`src/sld_pkg.sv`:
```
// Shared constants and types for the status LED and progress code display
package sld_pkg;

  // Register byte offsets
  localparam logic [11:0] SLD_CTRL_OFS   = 12'h000;
  localparam logic [11:0] SLD_COND_OFS   = 12'h004;
  localparam logic [11:0] SLD_CODE_OFS   = 12'h008;
  localparam logic [11:0] SLD_STATUS_OFS = 12'h00C;

  // Field positions of the control register
  localparam int SLD_CTRL_READY_BIT = 0;
  localparam int SLD_CTRL_PWR_BIT   = 1;
  localparam int SLD_CTRL_REDUN_BIT = 2;

  // Reset values
  localparam logic [2:0] SLD_CTRL_RST = 3'h0;
  localparam logic [7:0] SLD_CODE_RST = 8'h00;

  // Blink timing: half period in ms and its cycle count at 10 MHz
  localparam int SLD_CLK_HZ       = 10000000;
  localparam int SLD_BLINK_HALF_MS = 500;
  localparam int SLD_BLINK_CYCLES = SLD_CLK_HZ / 1000 * SLD_BLINK_HALF_MS;

  // Indicator states, lowest to highest precedence
  typedef enum logic [2:0] {
    SLD_OFF,
    SLD_GREEN_SOLID,
    SLD_GREEN_BLINK,
    SLD_AMBER_BLINK,
    SLD_AMBER_SOLID
  } sld_state_t;

  // Platform condition inputs
  typedef struct packed {
    logic thermal_trip;
    logic nonrec_temp;
    logic nonrec_volt;
    logic power_fault;
    logic fan_redun_lost_insuff;
    logic mem_uncorrectable;
    logic catastrophic_error_signal;
    logic crit_temp;
    logic crit_volt;
    logic crit_fan;
    logic regulator_hot;
    logic mgmt_interrupt_timeout;
    logic dimm_ce_threshold;
    logic noncrit_temp;
    logic noncrit_volt;
    logic noncrit_fan;
    logic fan_redun_lost_suff;
    logic psu_predictive_fail;
    logic mem_not_all_usable;
    logic chan_ce_threshold;
  } sld_cond_t;

  // Drive of the two-colour indicator
  typedef struct packed {
    logic amber;
    logic green;
  } sld_led_t;

endpackage

```
`src/sld_top.sv`:
```
// Status indicator and boot progress code display with APB registers
//
// Overview of operation
// - Any fatal condition lights the indicator amber solid.
// - Non-fatal alarms blink the indicator amber.
// - Booted and ready on main power with no alarm or degradation gives green solid.
// - Degraded conditions blink the indicator green.
// - Indicator dark when main power absent and no condition active.
// - Each written progress code appears on the diagnostic bank at once.
// - Diagnostic LED seven carries the code MSB, LED zero the LSB.
// - Last written progress code holds on the LEDs until the next write.
//
// Register map, one 32-bit word each, narrow fields in the low bits
//   0x000 control: bit0 system ready, bit1 main power, bit2 redundant fans
//   0x004 conditions, read only, the raw condition levels
//   0x008 progress code, read and write
//   0x00C status, read only: amber, green, then the indicator state
// Writes land at the access edge; reads need no wait state.
// Unmapped offsets answer with an error and writes to them are dropped.
// Fan redundancy conditions count only when the redundant bit is set.
// Green solid needs both ready and main power, so a dark panel means no power or not ready.
`timescale 1ns/1ps
`default_nettype none
module sld_top
  import sld_pkg::*;
#(
  parameter int BLINK_HALF = SLD_BLINK_CYCLES
) (
  // Clock and reset
  input  wire logic        clk,
  input  wire logic        reset_n,
  // APB slave
  input  wire logic        psel,
  input  wire logic        penable,
  input  wire logic        pwrite,
  input  wire logic [11:0] paddr,
  input  wire logic [31:0] pwdata,
  input  wire logic [3:0]  pstrb,
  output logic [31:0]      prdata,
  output logic             pready,
  output logic             pslverr,
  // Platform conditions
  input  wire sld_cond_t   cond,
  // Front panel indicator
  output sld_led_t         status_led,
  // Diagnostic LED bank, bit n drives LED n
  output logic [7:0]       diag_led
);

  // Register state
  logic [2:0]  ctrl_q;
  logic [7:0]  code_q;
  logic [31:0] prdata_q;
  logic        slverr_q;
  // Indicator path
  sld_state_t  state_d;
  sld_state_t  state_q;
  sld_led_t    led_q;
  logic        phase;
  logic        fatal;
  logic        alarm;
  logic        degraded;
  // Bus decode and control fields
  logic        wr_en;
  logic        rd_en;
  logic        addr_ok;
  logic        wr_ctrl;
  logic        wr_code;
  logic        ready_bit;
  logic        power_on;
  logic        redundant;

  // Decode one register offset
  function automatic logic hit(input logic [11:0] a, input logic [11:0] ofs);
    return a == ofs;
  endfunction

  // Any of the four register words
  function automatic logic mapped(input logic [11:0] a);
    return hit(a, SLD_CTRL_OFS) || hit(a, SLD_COND_OFS) ||
           hit(a, SLD_CODE_OFS) || hit(a, SLD_STATUS_OFS);
  endfunction

  // Lamp drive for a state; a blinking lamp is lit while the phase is low
  function automatic sld_led_t led_drive(input sld_state_t s, input logic ph);
    sld_led_t l;
    l = '0;
    unique case (s)
      SLD_OFF:         l = '0;
      SLD_GREEN_SOLID: l.green = 1'b1;
      SLD_GREEN_BLINK: l.green = ~ph;
      SLD_AMBER_BLINK: l.amber = ~ph;
      SLD_AMBER_SOLID: l.amber = 1'b1;
    endcase
    return l;
  endfunction

  // Slave answers in the access cycle, no wait states
  assign pready  = 1'b1;
  assign pslverr = slverr_q;
  assign prdata  = prdata_q;
  // Writes land at the access edge, the one at which pready is sampled
  assign wr_en   = psel && penable && pready && pwrite;
  // Read data is staged in the setup cycle so it stands through the access
  assign rd_en   = psel && !penable && !pwrite;
  assign addr_ok = mapped(paddr);

  // Per-register write strobes; a clear pstrb[0] drops the write
  assign wr_ctrl = wr_en && hit(paddr, SLD_CTRL_OFS) && pstrb[0];
  assign wr_code = wr_en && hit(paddr, SLD_CODE_OFS) && pstrb[0];

  // Control fields
  assign ready_bit = ctrl_q[SLD_CTRL_READY_BIT];
  assign power_on  = ctrl_q[SLD_CTRL_PWR_BIT];
  assign redundant = ctrl_q[SLD_CTRL_REDUN_BIT];

  // Control register write
  always_ff @(posedge clk) begin
    if (!reset_n) begin
      ctrl_q <= SLD_CTRL_RST;
    end else if (wr_ctrl) begin
      ctrl_q <= pwdata[2:0];
    end
  end

  always_ff @(posedge clk) begin
    if (!reset_n) begin
      code_q <= SLD_CODE_RST;
    end else if (wr_code) begin
      code_q <= pwdata[7:0];
    end
  end

  // Error flag for unmapped offsets, staged in the setup cycle
  always_ff @(posedge clk) begin
    if (!reset_n) begin
      slverr_q <= 1'b0;
    end else if (psel && !penable) begin
      slverr_q <= !addr_ok;
    end
  end

  // Read data staged in the setup cycle; writes and misses read zero
  always_ff @(posedge clk) begin
    if (!reset_n) begin
      prdata_q <= 32'h0;
    end else if (rd_en) begin
      unique case (1'b1)
        hit(paddr, SLD_CTRL_OFS):   prdata_q <= {29'h0, ctrl_q};
        hit(paddr, SLD_COND_OFS):   prdata_q <= {12'h0, cond};
        hit(paddr, SLD_CODE_OFS):   prdata_q <= {24'h0, code_q};
        hit(paddr, SLD_STATUS_OFS): prdata_q <= {27'h0, led_q, state_q};
        default:                    prdata_q <= 32'h0;
      endcase
    end else if (psel && !penable) begin
      prdata_q <= 32'h0;
    end
  end

  // fatal set, fan loss only counts on redundant systems
  assign fatal = cond.thermal_trip | cond.nonrec_temp | cond.nonrec_volt |
                 cond.power_fault | cond.mem_uncorrectable |
                 (cond.fan_redun_lost_insuff & redundant);
  assign alarm = cond.catastrophic_error_signal | cond.crit_temp | cond.crit_volt |
                 cond.crit_fan | cond.regulator_hot | cond.mgmt_interrupt_timeout |
                 cond.dimm_ce_threshold;
  assign degraded = cond.noncrit_temp | cond.noncrit_volt | cond.noncrit_fan |
                    (cond.fan_redun_lost_suff & redundant) | cond.psu_predictive_fail |
                    cond.mem_not_all_usable | cond.chan_ce_threshold;

  always_comb begin
    if (fatal) begin
      state_d = SLD_AMBER_SOLID;
    end else if (alarm) begin
      state_d = SLD_AMBER_BLINK;
    end else if (degraded) begin
      state_d = SLD_GREEN_BLINK;
    end else if (ready_bit && power_on) begin
      state_d = SLD_GREEN_SOLID;
    // dark otherwise: no condition, and ready or main power clear
    end else begin
      state_d = SLD_OFF;
    end
  end

  // Blink phase source
  sld_blink #(
    .HALF_CYCLES (BLINK_HALF)
  ) u_blink (
    .clk     (clk),
    .reset_n (reset_n),
    .phase_q (phase)
  );

  // Indicator state register, read back through the status word
  always_ff @(posedge clk) begin
    if (!reset_n) begin
      state_q <= SLD_OFF;
    end else begin
      state_q <= state_d;
    end
  end

  // Lamp drive register, follows the chosen state on the same edge
  always_ff @(posedge clk) begin
    if (!reset_n) begin
      led_q <= '0;
    end else begin
      led_q <= led_drive(state_d, phase);
    end
  end

  assign status_led = led_q;
  assign diag_led = code_q;

endmodule
`default_nettype wire

```
`src/sld_blink.sv`:
```
// Free-running blink phase generator
`timescale 1ns/1ps
`default_nettype none
module sld_blink
  import sld_pkg::*;
#(
  parameter int HALF_CYCLES = SLD_BLINK_CYCLES
) (
  // Clock and reset
  input  wire logic clk,
  input  wire logic reset_n,
  // Phase output
  output logic      phase_q
);

  logic [31:0] cnt_q;

  // Count half periods and toggle the phase
  always_ff @(posedge clk) begin
    if (!reset_n) begin
      cnt_q   <= 32'h0;
      phase_q <= 1'b0;
    end else if (cnt_q == 32'(HALF_CYCLES - 1)) begin
      cnt_q   <= 32'h0;
      phase_q <= ~phase_q;
    end else begin
      cnt_q <= cnt_q + 32'h1;
    end
  end

endmodule
`default_nettype wire

```
`config.mk`:
```
export PLATFORM = sky130hd
export DESIGN_NAME = sld_top
export DESIGN_NICKNAME = d
export VERILOG_FILES = /design/src/sld_pkg.sv /design/src/sld_top.sv /design/src/sld_blink.sv
export SDC_FILE = /design/constraint.sdc
export NUM_CORES = 1
export LEC_CHECK = 0
export ABC_AREA = 0
export CAP_MARGIN = 10
export CORE_MARGIN = 4
export CORE_UTILIZATION = 55
export CTS_BUF_LIST = sky130_fd_sc_hd__clkbuf_8
export CTS_CLUSTER_SIZE = 12
export DETAILED_ROUTE_END_ITERATION = 6
export DONT_BUFFER_PORTS = 1
export PLACE_DENSITY = 0.8
export SETUP_SLACK_MARGIN = 0.15
export SLEW_MARGIN = 10
export SYNTH_ARGS = -nofsm -noshare
export SYNTH_HDL_FRONTEND = slang
export SYNTH_SLANG_ARGS = --single-unit
```
`constraint.sdc`:
```
create_clock -name clk -period 2 [get_ports clk]
set_clock_uncertainty 0.05 [all_clocks]
set_input_delay 0.2 -clock clk [delete_from_list [all_inputs] [get_ports clk]]
set_output_delay 0.2 -clock clk [all_outputs]
set_load 0.005 [all_outputs]
```
==> results by group <==
Job
  – Max Cap Violations: 0

Power
  – Maximum VDD drop: 0.456 mV
  – LEAKAGE: around 1.4 nW
  – PwrDens: about 700 nW/um2

CTS
  – Clock tree buffer depth: 2
  – Register clock-pin slew on the reported worst setup and hold paths: 0.08 ns
  – CTS tree: built
  – CTS Buf Count: 9
  – Worst skew pair latency: approximately 0.35 ns
  – Root Driver: clkbuf_8
  – Htree depth: 3
  – # clock sinks: 70

Layout
  – Register area: approximately 1400 um2
  – Fillcell total: about 430
  – Layout cell share with drive strength beyond 1: 15.0%
  – Layout Area Growth over Synthesis: 16.6%
  – Final core utilization: 66.1%
  – Fin nets: approximately 480
  – Multi-input gate area: ~1800 um2
  – Antenna cells: 0

Floorplanning
  – Chip Height: 86.3 um
  – Die ar.: ~7500 um2
  – Initial Utilization: a little under three fifths
  – Core area: just under 6000 um2
  – Horiz. Die Dim: 86.3 um
  – I/O pins: 117
  – Rows: 28

STA
  – Worst hold slack: -0.0238 ns
  – Relative slew margins: 39.3%
  – Final hold viol count: 1
  – Slew @ Worst Pin: 0.911 ns
  – Setup TNS: 0 ns
  – Period utilisation layout: roughly 90%
  – Final critical-path required period: 1.75 ns
  – Final Slew Violations: 0
  – RSZ-0062 raised after global routing: false
  – Fmax: 0.572 GHz
  – Final setup viols: 0

Global routing
  – Vias in the first global route: around 3000
  – GRT busiest layer: met2
  – Initial antenna violation count: 0
  – Tot GR Track Use: about a quarter
  – Largest net degree at the start of global routing: 25
  – GR Util met2: approximately two fifths
  – Global route total overflow: 0
  – Met3 usage in global routing: under 10%
  – Met1 GRT Util: 26.7%
  – First-pass GRT wire length: around 14 mm

Yosys
  – Synthesis warning total: 0
  – Number of synthesized flops with an enable pin: 0
  – Area fraction of the dominant cell type after synthesis: roughly two fifths
  – Most frequent cell after synthesis: dfxtp_1
  – Synthesized area per cell: 8.98 um2
  – Synthesis-stage register bit count: 70
  – Top post-synthesis cells by area: dfxtp_1, nand2_1, mux2i_1, buf_4, or4_1
  – Register area share after synthesis: 41.5%
  – Post-synth ARST share: 0%
  – Top_reg_cell synth: dfxtp_1
  – Unique masters post-synth: 53
  – Most frequent cells after synthesis: dfxtp_1, nand2_1, a21oi_1
  – Cell area after synthesis: 3380 um2
  – Post-Synthesis Cells: between 300 and 400
  – Yosys top cell by area: dfxtp_1

Setup path
  – CP arrival: roughly 2 ns
  – Critical Path End Type: flop
  – CP max FO: 14
  – CP Data Required Time: 2.22 ns
  – Startpoint type of the worst setup path: flop
  – Crit Path Category: flop to flop

Run status
  – Status: finished, violations left
  – Failing checks: hold timing

Detailed routing
  – Routed WL per cell: about 19 um
  – # DRC: 0
  – DRT iter0 DRCs: approximately 140
  – Drt pass-1 iters: 4
  – Post-DRT Antenna Nets: 0
  – Vias: between 3000 and 4000
  – WL final: approximately 8.9 mm
  – Via/cell ratio: between 6 and 7

Placed design
  – PortBufs: 0
  – Routability cong.: between 0.8 and 0.9
  – Post-DP HPWL: roughly 5.8 mm

Hold path
  – Min-delay worst type: input pin to flop
==> metrics by stage <==
| stage | total power, W | hold slack, ns | worst slack, ns | cells | area (um2) |
|---|---|---|---|---|---|
| 6_report | 0.00277 | -0.0238 | 0.252 | 483 | 3940 |
| 5_1_grt | 0.00285 | -0.00157 | 0.157 | 483 | 3940 |
| 4_1_cts | 0.00275 | 0.000104 | 0.159 | 481 | 3860 |
| 3_5_place_dp | 0.00157 | 0.281 | 0.186 | 439 | 3410 |
| 3_3_place_gp | 0.00157 | 0.277 | 0.207 | 439 | 3410 |
| 2_1_floorplan | 0.00158 | 0.276 | 0.316 | 387 | 3420 |
==> power breakdown <==
| part | switching, W | leakage [nW] | internal (W) | total (W) |
|---|---|---|---|---|
| Clock | 0.000587 | 0.0937 | 0.000580 | 0.00117 |
| Combinational | 0.0000850 | 0.715 | 0.0000815 | 0.000167 |
| Sequential | 0.0000194 | 0.567 | 0.00141 | 0.00143 |
==> repair_timing <==
| item | 4_1_cts | 5_1_grt |
|---|---|---|
| buffers inserted | 0 | 2 |
| hold buffers | 26 | 0 |
| gates resized for setup | 0 | 16 |
| endpoints found under the setup margin | 0 | 29 |
| endpoints found under the hold margin | 31 | 0 |
==> flip-flops by register name, summed over array words and instances, names as in the netlist <==
name,flops
state_q,3
u_blink.phase_q,1
pslverr,1
ctrl_q,3
u_blink.cnt_q,32
status_led,2
diag_led,8
prdata,20
==> metal layers <==
| layer | routed length, um | up-vias |
|---|---|---|
| met3 | 766 | 20 |
| li1 | - | 1420 |
| met2 | 4510 | 124 |
| met4 | 175 | 0 |
| met1 | 3490 | 1444 |
| met5 | 0 | - |
==> area by class of cell <==
class,count,area share [%]
multi-input combinational,273,46.6
tap,75,2.38
clock inverter,7,1.87
timing repair buffer,41,9.56
clock buffer,9,3.15
sequential,70,35.7
inverter,8,0.763
==> kinds of logic (layout without fill, tap and decap cells) <==
logic type                 after synthesis  after routing  synth area share (%)
buffers and inverters                   45             65                  7.30
AOI/OAI and AO/OA                       72             72                  14.5
other                                    2             13                 0.222
adders and majority gates                1              1                 0.371
and+or+nand+nor                        157            158                  26.6
muxes                                   21             21                  7.41
xor gates and xnor gates                 8              8                  2.08
DFF                                     70             70                  41.5
==> placed cells by master, fill, tap and decap left out, drive strengths merged, types with 4 or more instances in the layout <==
master,Yosys,layout
nand2,47,47
buf,26,16
a21oi,20,20
dlygate4sd3,0,24
or3,4,4
a22oi,5,5
mux2i,16,16
nor4,9,9
nand4,14,15
clkbuf,11,9
or4,16,16
and4,6,6
o21ai,14,14
nor2,18,18
dfxtp,70,70
inv,7,10
conb,2,13
o31ai,9,9
nand3,16,16
a22o,12,12
xor2,7,7
and2,7,7
==> worst paths after layout <==
| path | startpoint | end | slack, ns | cells after the start |
|---|---|---|---|---|
| max | u_blink.cnt_q[4] | u_blink.cnt_q[27] | 0.25 | 5 |
| min | reset_n | diag_led[5] | -0.02 | 2 |
| max reg2reg | u_blink.cnt_q[4] | u_blink.cnt_q[27] | 0.25 | 5 |
| min reg2reg | u_blink.cnt_q[0] | u_blink.cnt_q[0] | 0.41 | 1 |
==> critical path: stages (launching register included) <==
cell     delay (ns)
dfxtp_1        0.39
and4_1         0.27
buf_6          0.19
nand4_4        0.12
or4_1          0.50
a21oi_1        0.16
Note: power is estimated with default switching activity, not from simulation.
